<file path="src/shared/dbs_pkg.sv">
// Purpose: constants and carrier types for the write-cycle bus sizing block
// Assumes: 32-bit apb register bus, 32-bit external data bus
// Notes: size codes give bytes still to move, 4 encoded as 00
package dbs_pkg;

    // apb register byte addresses
    localparam logic [7:0] DBS_OFS_CTRL = 8'h00;
    localparam logic [7:0] DBS_OFS_ADDR = 8'h04;
    localparam logic [7:0] DBS_OFS_DATA = 8'h08;
    localparam logic [7:0] DBS_OFS_STAT = 8'h0C;
    localparam logic [7:0] DBS_OFS_CLR = 8'h10;
    localparam logic [7:0] DBS_OFS_IEN = 8'h14;
    localparam logic [7:0] DBS_OFS_STATE = 8'h18;

    // control register fields
    localparam int DBS_CTRL_WRITE_BIT = 0;
    localparam int DBS_CTRL_FETCH_BIT = 1;
    localparam int DBS_CTRL_SIZE_LSB = 4;

    // event bits in status, clear and enable registers
    localparam int DBS_EV_DONE_BIT = 0;
    localparam int DBS_EV_ADDR_ERR_BIT = 1;
    localparam int DBS_EV_WIDTH = 2;

    // state register fields
    localparam int DBS_ST_BUSY_BIT = 0;
    localparam int DBS_ST_SIZE_LSB = 4;
    localparam int DBS_ST_OFS_LSB = 6;
    localparam int DBS_ST_CNT_LSB = 8;

    // reset values
    localparam logic [31:0] DBS_RST_WORD = 32'h0000_0000;
    localparam logic [1:0] DBS_RST_SIZE = 2'h0;
    localparam logic [DBS_EV_WIDTH-1:0] DBS_RST_EV = 2'h0;

    // size codes, bytes still to move
    localparam logic [1:0] DBS_SIZE_BYTE = 2'h1;
    localparam logic [1:0] DBS_SIZE_WORD = 2'h2;
    localparam logic [1:0] DBS_SIZE_THREE = 2'h3;
    localparam logic [1:0] DBS_SIZE_LONG = 2'h0;

    // byte counts
    localparam logic [2:0] DBS_BYTES_LONG = 3'h4;
    localparam logic [2:0] DBS_BYTES_WORD_PORT = 3'h2;
    localparam logic [2:0] DBS_BYTES_BYTE_PORT = 3'h1;

    // external cycle outputs, all from flip-flops
    typedef struct packed {
        logic [31:0] addr;
        logic size_code_high;
        logic size_code_low;
        logic byte_offset_high;
        logic byte_offset_low;
        logic cycle;
        logic read;
        logic [31:0] data;
        logic data_oe;
    } dbs_ext_out_type;

    // apb request from the master
    typedef struct packed {
        logic psel;
        logic penable;
        logic pwrite;
        logic [31:0] paddr;
        logic [31:0] pwdata;
    } dbs_apb_req_type;

    // apb answer to the master
    typedef struct packed {
        logic pready;
        logic pslverr;
        logic [31:0] prdata;
    } dbs_apb_rsp_type;

endpackage : dbs_pkg

</file>
<file path="src/hw/dbs_write_ctrl.sv">
// Purpose: dynamic bus sizing sequencer for operand writes and prefetch checks
// Assumes: port answers each cycle on the two width acknowledge inputs
// Notes: software loads address and operand, then starts with a control write
//
// Chosen here: the APB slave port and the register offsets.
`timescale 1ns/1ps
module dbs_write_ctrl (
    // clock and reset
    input wire logic clk,
    input wire logic rstn,
    // apb register bus
    input wire dbs_pkg::dbs_apb_req_type apb_req,
    output dbs_pkg::dbs_apb_rsp_type apb_rsp,
    // external bus cycle
    output dbs_pkg::dbs_ext_out_type ext_out,
    input wire logic port_width_ack_upper,
    input wire logic port_width_ack_lower,
    // interrupt
    output logic irq
);
    import dbs_pkg::*;

    typedef enum logic [2:0] {
        DBS_IDLE = 3'b001,
        DBS_CYCLE = 3'b010,
        DBS_END = 3'b100
    } dbs_state_type;

    dbs_state_type state_q;
    dbs_state_type state_d;
    logic [31:0] addr_reg_q;
    logic [31:0] data_reg_q;
    logic [1:0] op_size_q;
    logic [31:0] operand_q;
    logic [31:0] cur_addr_q;
    logic [31:0] cur_addr_d;
    logic [2:0] rem_q;
    logic [2:0] rem_d;
    logic fetch_q;
    logic [7:0] cyc_cnt_q;
    logic [DBS_EV_WIDTH-1:0] stat_q;
    logic [DBS_EV_WIDTH-1:0] ien_q;
    logic [DBS_EV_WIDTH-1:0] ev;
    logic [31:0] prdata_q;
    logic apb_setup;
    logic apb_wr;
    logic [7:0] ofs;
    logic mapped;
    logic start_wr;
    logic start_fetch;
    logic [2:0] start_rem;
    logic fetch_odd;
    logic ack_any;
    logic [2:0] limit;
    logic [2:0] taken;
    logic [31:0] lanes;
    logic [31:0] misalign_flags;
    logic [31:0] mux_operand;

    // apb decode
    assign ofs = apb_req.paddr[7:0];
    assign apb_setup = apb_req.psel && !apb_req.penable;
    assign apb_wr = apb_req.psel && apb_req.penable && apb_req.pwrite;
    always_comb begin
        case (ofs)
            DBS_OFS_CTRL, DBS_OFS_ADDR, DBS_OFS_DATA, DBS_OFS_STAT,
            DBS_OFS_CLR, DBS_OFS_IEN, DBS_OFS_STATE: mapped = (apb_req.paddr[31:8] == 24'h0);
            default: mapped = 1'b0;
        endcase
    end
    assign apb_rsp.pready = apb_req.psel && apb_req.penable;
    assign apb_rsp.pslverr = apb_req.psel && apb_req.penable && !mapped;
    assign apb_rsp.prdata = prdata_q;

    // start requests, ignored while a transfer runs
    assign start_wr = apb_wr && mapped && (ofs == DBS_OFS_CTRL)
        && apb_req.pwdata[DBS_CTRL_WRITE_BIT] && (state_q == DBS_IDLE);
    assign start_fetch = apb_wr && mapped && (ofs == DBS_OFS_CTRL)
        && apb_req.pwdata[DBS_CTRL_FETCH_BIT] && !apb_req.pwdata[DBS_CTRL_WRITE_BIT]
        && (state_q == DBS_IDLE);
    assign fetch_odd = start_fetch && addr_reg_q[0];

    // operand size to byte count, long word as four
    always_comb begin
        case (apb_req.pwdata[DBS_CTRL_SIZE_LSB +: 2])
            DBS_SIZE_BYTE: start_rem = 3'h1;
            DBS_SIZE_WORD: start_rem = 3'h2;
            DBS_SIZE_THREE: start_rem = 3'h3;
            default: start_rem = DBS_BYTES_LONG;
        endcase
    end

    // alignment classification, reported in the state register
    always_comb begin
        misalign_flags = 32'h0;
        case (op_size_q)
            DBS_SIZE_BYTE: misalign_flags[0] = 1'b0;
            DBS_SIZE_WORD: misalign_flags[0] = addr_reg_q[0];
            default: misalign_flags[0] = (addr_reg_q[1:0] != 2'h0);
        endcase
    end

    // bytes the port took this cycle, from its width acknowledge
    assign ack_any = port_width_ack_upper || port_width_ack_lower;
    always_comb begin
        if (port_width_ack_upper && port_width_ack_lower) begin
            limit = DBS_BYTES_LONG - {1'b0, cur_addr_q[1:0]};
        end else if (port_width_ack_upper) begin
            limit = DBS_BYTES_WORD_PORT - {2'b0, cur_addr_q[0]};
        end else begin
            limit = DBS_BYTES_BYTE_PORT;
        end
        taken = (rem_q < limit) ? rem_q : limit;
    end

    // sequencer
    always_comb begin
        state_d = state_q;
        rem_d = rem_q;
        cur_addr_d = cur_addr_q;
        case (state_q)
            DBS_IDLE: begin
                if ((start_wr || start_fetch) && !fetch_odd) begin
                    state_d = DBS_CYCLE;
                    rem_d = start_fetch ? DBS_BYTES_LONG : start_rem;
                    cur_addr_d = addr_reg_q;
                end
            end
            DBS_CYCLE: begin
                if (ack_any) begin
                    state_d = DBS_END;
                    rem_d = rem_q - taken;
                    cur_addr_d = cur_addr_q + {29'h0, taken};
                end
            end
            DBS_END: begin
                state_d = (rem_q == 3'h0) ? DBS_IDLE : DBS_CYCLE;
            end
            default: begin
                state_d = DBS_IDLE;
            end
        endcase
    end

    always_ff @(posedge clk) begin
        if (!rstn) begin
            state_q <= DBS_IDLE;
            rem_q <= 3'h0;
            cur_addr_q <= DBS_RST_WORD;
        end else begin
            state_q <= state_d;
            rem_q <= rem_d;
            cur_addr_q <= cur_addr_d;
        end
    end

    // operand capture and cycle counter
    always_ff @(posedge clk) begin
        if (!rstn) begin
            operand_q <= DBS_RST_WORD;
            fetch_q <= 1'b0;
            cyc_cnt_q <= 8'h0;
        end else if (state_q == DBS_IDLE && (start_wr || start_fetch) && !fetch_odd) begin
            operand_q <= data_reg_q;
            fetch_q <= start_fetch;
            cyc_cnt_q <= 8'h0;
        end else if (state_q == DBS_CYCLE && ack_any) begin
            cyc_cnt_q <= cyc_cnt_q + 8'h1;
        end
    end

    // first cycle opens in the same edge that loads operand_q
    assign mux_operand = (state_q == DBS_IDLE) ? data_reg_q : operand_q;

    dbs_lane_mux u_lane_mux (
        .operand(mux_operand),
        .size(rem_d[1:0]),
        .offset(cur_addr_d[1:0]),
        .lanes(lanes)
    );

    // external cycle outputs, loaded as each cycle opens
    always_ff @(posedge clk) begin
        if (!rstn) begin
            ext_out <= '0;
        end else if (state_d == DBS_CYCLE && state_q != DBS_CYCLE) begin
            ext_out.addr <= cur_addr_d;
            ext_out.size_code_high <= rem_d[1];
            ext_out.size_code_low <= rem_d[0];
            ext_out.byte_offset_high <= cur_addr_d[1];
            ext_out.byte_offset_low <= cur_addr_d[0];
            ext_out.cycle <= 1'b1;
            ext_out.read <= start_fetch || (fetch_q && state_q != DBS_IDLE);
            ext_out.data <= lanes;
            ext_out.data_oe <= !(start_fetch || (fetch_q && state_q != DBS_IDLE));
        end else if (state_q == DBS_CYCLE && ack_any) begin
            ext_out.cycle <= 1'b0;
            ext_out.data_oe <= 1'b0;
        end
    end

    // software registers
    always_ff @(posedge clk) begin
        if (!rstn) begin
            addr_reg_q <= DBS_RST_WORD;
            data_reg_q <= DBS_RST_WORD;
            op_size_q <= DBS_RST_SIZE;
            ien_q <= DBS_RST_EV;
        end else if (apb_wr && mapped) begin
            case (ofs)
                DBS_OFS_ADDR: addr_reg_q <= apb_req.pwdata;
                DBS_OFS_DATA: data_reg_q <= apb_req.pwdata;
                DBS_OFS_IEN: ien_q <= apb_req.pwdata[DBS_EV_WIDTH-1:0];
                DBS_OFS_CTRL: begin
                    if (state_q == DBS_IDLE) begin
                        op_size_q <= apb_req.pwdata[DBS_CTRL_SIZE_LSB +: 2];
                    end
                end
                default: begin
                end
            endcase
        end
    end

    // events: done in the end state after the last acknowledge, address error on odd prefetch
    always_comb begin
        ev = DBS_RST_EV;
        ev[DBS_EV_DONE_BIT] = (state_q == DBS_END) && (rem_q == 3'h0);
        ev[DBS_EV_ADDR_ERR_BIT] = fetch_odd;
    end

    // sticky status, a new event wins over a clear in the same cycle
    always_ff @(posedge clk) begin
        if (!rstn) begin
            stat_q <= DBS_RST_EV;
        end else if (apb_wr && mapped && ofs == DBS_OFS_CLR) begin
            stat_q <= (stat_q & ~apb_req.pwdata[DBS_EV_WIDTH-1:0]) | ev;
        end else begin
            stat_q <= stat_q | ev;
        end
    end

    assign irq = |(stat_q & ien_q);

    // read data, taken in the setup phase
    always_ff @(posedge clk) begin
        if (!rstn) begin
            prdata_q <= DBS_RST_WORD;
        end else if (apb_setup) begin
            prdata_q <= 32'h0;
            if (!apb_req.pwrite && mapped) begin
                case (ofs)
                    DBS_OFS_CTRL: prdata_q <= {26'h0, op_size_q, 4'h0};
                    DBS_OFS_ADDR: prdata_q <= addr_reg_q;
                    DBS_OFS_DATA: prdata_q <= data_reg_q;
                    DBS_OFS_STAT: prdata_q <= {30'h0, stat_q};
                    DBS_OFS_IEN: prdata_q <= {30'h0, ien_q};
                    DBS_OFS_STATE: begin
                        prdata_q[DBS_ST_BUSY_BIT] <= (state_q != DBS_IDLE);
                        prdata_q[1] <= misalign_flags[0];
                        prdata_q[DBS_ST_SIZE_LSB +: 2] <= rem_q[1:0];
                        prdata_q[DBS_ST_OFS_LSB +: 2] <= cur_addr_q[1:0];
                        prdata_q[DBS_ST_CNT_LSB +: 8] <= cyc_cnt_q;
                    end
                    default: prdata_q <= 32'h0;
                endcase
            end
        end
    end

endmodule : dbs_write_ctrl

</file>
<file path="src/hw/dbs_lane_mux.sv">
// Purpose: route operand bytes onto the four data bus lanes for a write
// Assumes: operand right justified, byte 3 is bits 7:0
// Notes: purely combinational, every lane is always given a byte
`timescale 1ns/1ps
module dbs_lane_mux (
    // operand and cycle shape
    input wire logic [31:0] operand,
    input wire logic [1:0] size,
    input wire logic [1:0] offset,
    // lanes 31:24 down to 7:0
    output logic [31:0] lanes
);
    import dbs_pkg::*;

    logic [7:0] b0;
    logic [7:0] b1;
    logic [7:0] b2;
    logic [7:0] b3;

    assign b0 = operand[31:24];
    assign b1 = operand[23:16];
    assign b2 = operand[15:8];
    assign b3 = operand[7:0];

    always_comb begin
        lanes = {b0, b1, b2, b3};
        case (size)
            DBS_SIZE_BYTE: begin
                lanes = {b3, b3, b3, b3};
            end
            DBS_SIZE_WORD: begin
                if (!offset[0]) begin
                    lanes = {b2, b3, b2, b3};
                end else begin
                    lanes = {b2, b2, b3, b2};
                end
            end
            DBS_SIZE_THREE: begin
                case (offset)
                    2'h0: lanes = {b1, b2, b3, b0};
                    2'h1: lanes = {b1, b1, b2, b3};
                    2'h2: lanes = {b1, b2, b1, b2};
                    default: lanes = {b1, b1, b2, b1};
                endcase
            end
            default: begin
                case (offset)
                    2'h0: lanes = {b0, b1, b2, b3};
                    2'h1: lanes = {b0, b0, b1, b2};
                    2'h2: lanes = {b0, b1, b0, b1};
                    default: lanes = {b0, b0, b1, b0};
                endcase
            end
        endcase
    end

endmodule : dbs_lane_mux

</file>
<file path="config.mk">
export PLATFORM = sky130hd
export DESIGN_NAME = dbs_write_ctrl
export DESIGN_NICKNAME = d
export VERILOG_FILES = /design/src/shared/dbs_pkg.sv /design/src/hw/dbs_write_ctrl.sv /design/src/hw/dbs_lane_mux.sv
export SDC_FILE = /design/constraint.sdc
export NUM_CORES = 1
export LEC_CHECK = 0
export BUFFER_PORTS_ARGS = -buffer_cell sky130_fd_sc_hd__clkbuf_2
export CORE_MARGIN = 2
export CORE_UTILIZATION = 55
export CTS_CLUSTER_SIZE = 10
export DETAILED_ROUTE_END_ITERATION = 12
export PLACE_DENSITY = 0.77
export REMOVE_ABC_BUFFERS = 1
export SYNTH_ARGS = -nofsm -noshare
export SYNTH_HDL_FRONTEND = slang
export SYNTH_SLANG_ARGS = --single-unit
</file>
<file path="constraint.sdc">
create_clock -name clk -period 5.9 [get_ports clk]
set_clock_uncertainty 0.1 [all_clocks]
set_input_delay 0.885 -clock clk [delete_from_list [all_inputs] [get_ports clk]]
set_output_delay 0.885 -clock clk [all_outputs]
set_load 0.1 [all_outputs]
</file>
==> flow_metrics.tcl, run 1 <==
set metrics [dict create \
    crit_path_max_incr_delay_ps 480 \
    synth.distinct_cells 70 \
    post_synth_mux_area_share 0.0599 \
    gp_congestion 0.940 \
    synthTopCellsByArea "dfxtp_1 (40%), nand2_1 (9.4%), a21oi_1 (7.3%)" \
    required_ps 6260 \
    placed_area_um2 13600 \
    fillers 1958 \
    min_period_over_period 0.829 \
    cts_sinks 250 \
    grt_max_degree 149 \
    ant_nets 0 \
    root_buffer "clkbuf_16" \
    peakVddDrop_v 0.000218 \
    synthToLayoutAreaGrowth_pct 14.6 \
    crit_fanout 42 \
    grt_usage 0.325 \
    synthArstFlopShare 0 \
    max_freq_mhz 204 \
    min_period_ps 4890 \
    path_class "register to register" \
    leakage_nw 5.57 \
    die_w_um 155 \
    hp-class "register to register" \
    yosys.area.top_type "dfxtp_1" \
    slowest_stage "dfxtp_1" \
    ctsResizeCount 0 \
    post-route-util 0.639 \
    synth_compound_area_frac 0.241 \
    setup_violations 0 \
    firstDrtPassIters 6 \
    dpl.hpwl_mm 27.1 \
    cts_buffers 29 \
    final_cell_mix "nand2_1 (314), dfxtp_1 (250), a21oi_1 (181)" \
    vias_per_cell 6.36 \
    antenna_cells 0 \
    yosys.area.top_type_share 0.399 \
    rsz0062_at_grt "no" \
    synth_warnings 0 \
    finalMaxSlewViolations 0 \
    synthAdderAreaFrac 0.0132 \
    crit_chain "inv_1 -> ha_1 -> nand2_1 -> o21ai_0 -> nand2_1 -> ha_1 -> o21ai_0 -> nand2b_1 -> a21oi_1 -> mux2i_1 -> ha_1 -> fa_1 -> nor3_1 -> a31oi_1 -> o211ai_1 -> buf_4 -> nand2_1 -> o221ai_1 -> a221oi_1 -> o41ai_2" \
    hold_viol_final 0 \
    drt_iter0_drc 1387 \
    core_area_um2 22500 \
    synth_flop_cell "dfxtp_1" \
    run_status "finished clean" \
    yosys.area_share.simple 0.237 \
    antenna_found_initial 0 \
    cts_setup_buffers 0 \
    fin_nets 1824 \
    die_area_um2 24000 \
    clkTransAtPathRegs_ps 60 \
    seq_area_frac_synth 0.399 \
    worst_pin_slew_ps 1130 \
    stdcell_area_um2 14400 \
    cap_violations 0 \
    holdWs_ps 348 \
    syn_area_um2 12500 \
    p_total_mw 3.35 \
    maxSlewHeadroom 0.248 \
    gr-total-overflow 0 \
    grt_pass1_wl_mm 63.1 \
    wl_per_cell_um 19.9 \
    cts_tree "yes" \
    htree_levels 1 \
    layout_commonest_cell "nand2_1" \
    crit_family "compound AO/OA/AOI/OAI gates" \
    synth_edf_count 0 \
    clkLatencyLatePin_ps 560 \
    rows 55 \
    synth_top_family_by_area "compound AO/OA/AOI/OAI gates" \
    cts_max_path_buffers 3 \
    critical_path_buf_inv_count 2 \
    end_kind "register" \
    synth-seq-cells 250 \
    drc_errors 0 \
    synthCells 1629 \
    io_buffers 176 \
    die_y_um 155 \
    syn_avg_cell_area_um2 7.70 \
    crit_arrival_ps 5250 \
    drive_above_1_share 0.158 \
    wl_mm 40.4 \
    num_vias 12900 \
    postCtsHoldBufs 0 \
    first_global_vias 11700 \
    worst_setup_path_start_kind "register" \
    io_pins 177 \
    initial_core_util 0.557 \
    powerDensity_nw_per_um2 233 \
    synth_xor_area_frac 0.00559 \
]
worst paths after layout:
path / end / cells after the start / startpoint / slack (ps)
setup / recovery: ext_out[8] / 20 / cur_addr_q[1] / 1010
hold / removal: operand_q[18] / 2 / operand_q[18] / 350
setup reg to reg: ext_out[8] / 20 / cur_addr_q[1] / 1010
hold reg to reg: operand_q[18] / 2 / operand_q[18] / 350
routing by layer:
metal,track usage,share of wire,vias up
met1,0.452,0.41,5941
met5,0,0,-
met4,0.120,0.034,0
li1,-,-,6060
met3,0.0593,0.11,110
met2,0.504,0.44,801
cell type report:
cell class | count | area [µm²] | share of cell area
inverter | 12 | 50.0 | 0.00348
timing repair buffer | 211 | 1160 | 0.0805
multi-input combinational | 1237 | 7020 | 0.488
sequential | 250 | 5000 | 0.348
clock buffer | 32 | 757 | 0.0527
clock inverter | 2 | 27.5 | 0.00192
tap | 285 | 357 | 0.0248
logic make-up (layout without fill, tap and decap cells):
group                      after synthesis  in the layout
buffers and inverters                  142            257
DFF                                    250            250
AOI/OAI and AO/OA                      472            472
and+or+nand+nor                        671            671
xor gates and xnor gates                 8              8
muxes                                   74             74
adders and majority gates               12             12
synthesized netlist by cell type (all sizes together) (13+ instances only):
master    n
nor3     38
nand3    31
clkbuf  107
a22oi    18
dfxtp   250
o22ai    13
nor4     18
nand2   314
o21ai    78
nor2    180
buf      23
o221ai   16
mux2i    66
nand4    13
a211oi   43
a21oi   182
and2     25
a31oi    17
state kept, by name (all words and copies together), names as in the netlist:
register and count:
ext_out 69, cur_addr_q 32, op_size_q 2, rem_q 3, data_reg_q 32, state_q 3, ien_q 2, addr_reg_q 32
stat_q 2, cyc_cnt_q 8, fetch_q 1, prdata_q 32, operand_q 32
power breakdown:
group          leakage (nW)  internal, mW  total, mW   switching (mW)
Sequential             2.01          1.69       1.69  0.0000000000212
Combinational          3.18        0.0271     0.0956           0.0685
Clock                 0.383         0.894       1.56            0.669
Total                  5.57          2.61       3.35            0.738
per-stage QoR:
step / setup TNS (ps) / std cells / setup slack [ps]
6_report: 0 / 2029 / 1010
5_1_grt: 0 / 2029 / 555
4_1_cts: 0 / 2029 / 1090
3_5_place_dp: 0 / 1995 / 939
3_3_place_gp: 0 / 1995 / 1020
2_1_floorplan: -126450 / 1499 / -2380
worst register-to-register path, stage by stage, from the launching register on:
cell,delay [ps]
dfxtp_1,480
inv_1,130
ha_1,310
nand2_1,50
o21ai_0,70
nand2_1,90
ha_1,270
o21ai_0,70
nand2b_1,70
a21oi_1,240
mux2i_1,290
ha_1,200
fa_1,410
nor3_1,180
a31oi_1,80
o211ai_1,150
buf_4,450
nand2_1,390
o221ai_1,330
a221oi_1,130
o41ai_2,310
Power figures use the tool's default switching activity.
==> inputs of run 2 (changes only) <==
CORE_UTILIZATION = 52   (was 55)
PLACE_DENSITY = 0.76   (was 0.77)
clock period = 4.3 ns   (was 5.9 ns; I/O delays follow)
==> flow_metrics.tcl, run 2 (same netlist as run 1, synthesis figures left out) <==
set metrics [dict create \
    run_status "finished clean" \
    root_buffer "clkbuf_16" \
    multiInputGateArea_um2 7210 \
    crit_arrival_ps 4510 \
    clkTransAtPathRegs_ps 60 \
    min_period_over_period 0.966 \
    crit_family "compound AO/OA/AOI/OAI gates" \
    cts_tree "yes" \
    core_area_um2 23500 \
    peakVddDrop_v 0.000268 \
    drt_iter0_drc 1505 \
    crit_top_cell "ha_4" \
    slowest_stage "or4_4" \
    fin_nets 1879 \
    maxSlewHeadroom 0.281 \
    regMostFlops "ext_out" \
    antenna_cells 0 \
    path_class "register to register" \
    drive_above_1_share 0.203 \
    powerDensity_nw_per_um2 305 \
    grt_usage 0.318 \
    cts_max_path_buffers 3 \
    initial_core_util 0.532 \
    placedCellCount 2076 \
    grt_pass1_wl_mm 66.3 \
    dpl.hpwl_mm 27.9 \
    max_freq_mhz 241 \
    cts_sinks 250 \
    fillers 2069 \
    tns_ps 0 \
    wl_per_cell_um 19.8 \
    setup_violations 0 \
    ant_nets 0 \
    hp-class "input port to register" \
    grt_max_degree 116 \
    leakage_nw 5.92 \
    htree_levels 1 \
    crit_chain "inv_4 -> ha_4 -> nand2_2 -> o21ai_2 -> nand2_1 -> ha_1 -> o21ai_1 -> nand2b_1 -> a21oi_2 -> mux2i_2 -> buf_4 -> ha_4 -> fa_1 -> nor3_2 -> a31oi_1 -> o211a_1 -> or4_4 -> o221ai_2 -> a221oi_2 -> o41ai_2" \
    rows 56 \
    register_area_um2 5010 \
    num_vias 13200 \
    cap_violations 0 \
    gr-total-overflow 0 \
    io_pins 177 \
    vias_per_cell 6.21 \
    largest_reg_flops 69 \
    hold_viol_final 0 \
    firstDrtPassIters 7 \
    route.met3.wl_mm 3.91 \
    maxUsedRoutingLayer "met4" \
    finalMaxSlewViolations 0 \
    cts_buffers 29 \
    wl_met2_mm 19.0 \
    crit_fanout 6 \
    worst_setup_path_start_kind "register" \
    min_period_ps 4150 \
    die_area_um2 25400 \
    end_kind "register" \
    required_ps 4660 \
    clkLatencyLatePin_ps 550 \
    final_cell_mix "nand2_1 (312), dfxtp_1 (248), nor2_1 (179)" \
    synthToLayoutAreaGrowth_pct 20.3 \
    layout_commonest_cell "nand2_1" \
    drc_errors 0 \
    wl_mm 41.9 \
    worst_pin_slew_ps 1080 \
    io_buffers 176 \
    final_cells 2121 \
    critical_path_buf_inv_count 2 \
    die_y_um 159 \
    antenna_found_initial 0 \
    postCtsHoldBufs 0 \
    crit_path_max_incr_delay_ps 600 \
    die_w_um 159 \
    first_global_vias 12400 \
    gp_congestion 0.979 \
    met1_length_mm 17.7 \
]
run 2: cell types whose count changed in the layout (fill, tap and decap cells not counted), sizes merged:
| cell | change |
|---|---|
| buf | +55 |
| clkbuf | +3 |
| clkinv | +1 |
| clkinvlp | -1 |
run 2: worst paths after layout:
path / start / endpoint / slack (ps) / cells after the start
max: cur_addr_q[1] / ext_out[8] / 150 / 20
min: apb_req[31] / addr_reg_q[31] / 240 / 3
max reg2reg: cur_addr_q[1] / ext_out[8] / 150 / 20
min reg2reg: operand_q[1] / operand_q[1] / 350 / 2
run 2: area by class of cell:
class | count | share of cell area
multi-input combinational | 1237 | 0.478
sequential | 250 | 0.332
timing repair buffer | 266 | 0.108
clock buffer | 35 | 0.0503
tap | 319 | 0.0265
inverter | 12 | 0.00349
clock inverter | 2 | 0.000913
run 2: power by group:
group | switching (mW) | internal [mW]
clock | 0.925 | 1.21
sequential | 0.0000000000269 | 2.32
combinational | 0.0986 | 0.0435
total | 1.02 | 3.58
run 2: routing by layer:
layer  global-route usage  vias to the layer above
met5                    0                        -
li1                     -                     6168
met3               0.0490                      107
met4                0.110                        0
met1                0.437                     6182
met2                0.511                      721
run 2: metrics by stage:
step | hold WS (ps) | instance area, µm² | power [mW] | util | setup slack (ps)
floorplan | 331 | 12000 | 2.42 | - | -3980
global placement | 337 | 14000 | 2.50 | 0.595 | -18.7
detailed placement | 342 | 14000 | 2.50 | 0.595 | -153
CTS | 227 | 14800 | 4.62 | 0.629 | 56.0
global route | 238 | 15100 | 4.73 | 0.640 | -37.3
finish | 235 | 15100 | 4.60 | 0.640 | 148
run 2: what timing repair did:
action                                 4_1_cts  5_1_grt
setup buffers                                1        6
endpoints found under the hold margin        0        0
setup endpoints to repair                    2       74
gates resized for setup                      2       53
cloned                                       0        1
pin swaps                                    0       15
run 2: worst reg2reg max path, delay by kind of cell, from the launching register on:
kind | cells | cell delay (ps)
fa+ha+maj | 4 | 1040
compound gates | 8 | 1160
mux | 1 | 270
flops | 1 | 350
buf+inv | 2 | 210
simple gates | 5 | 930
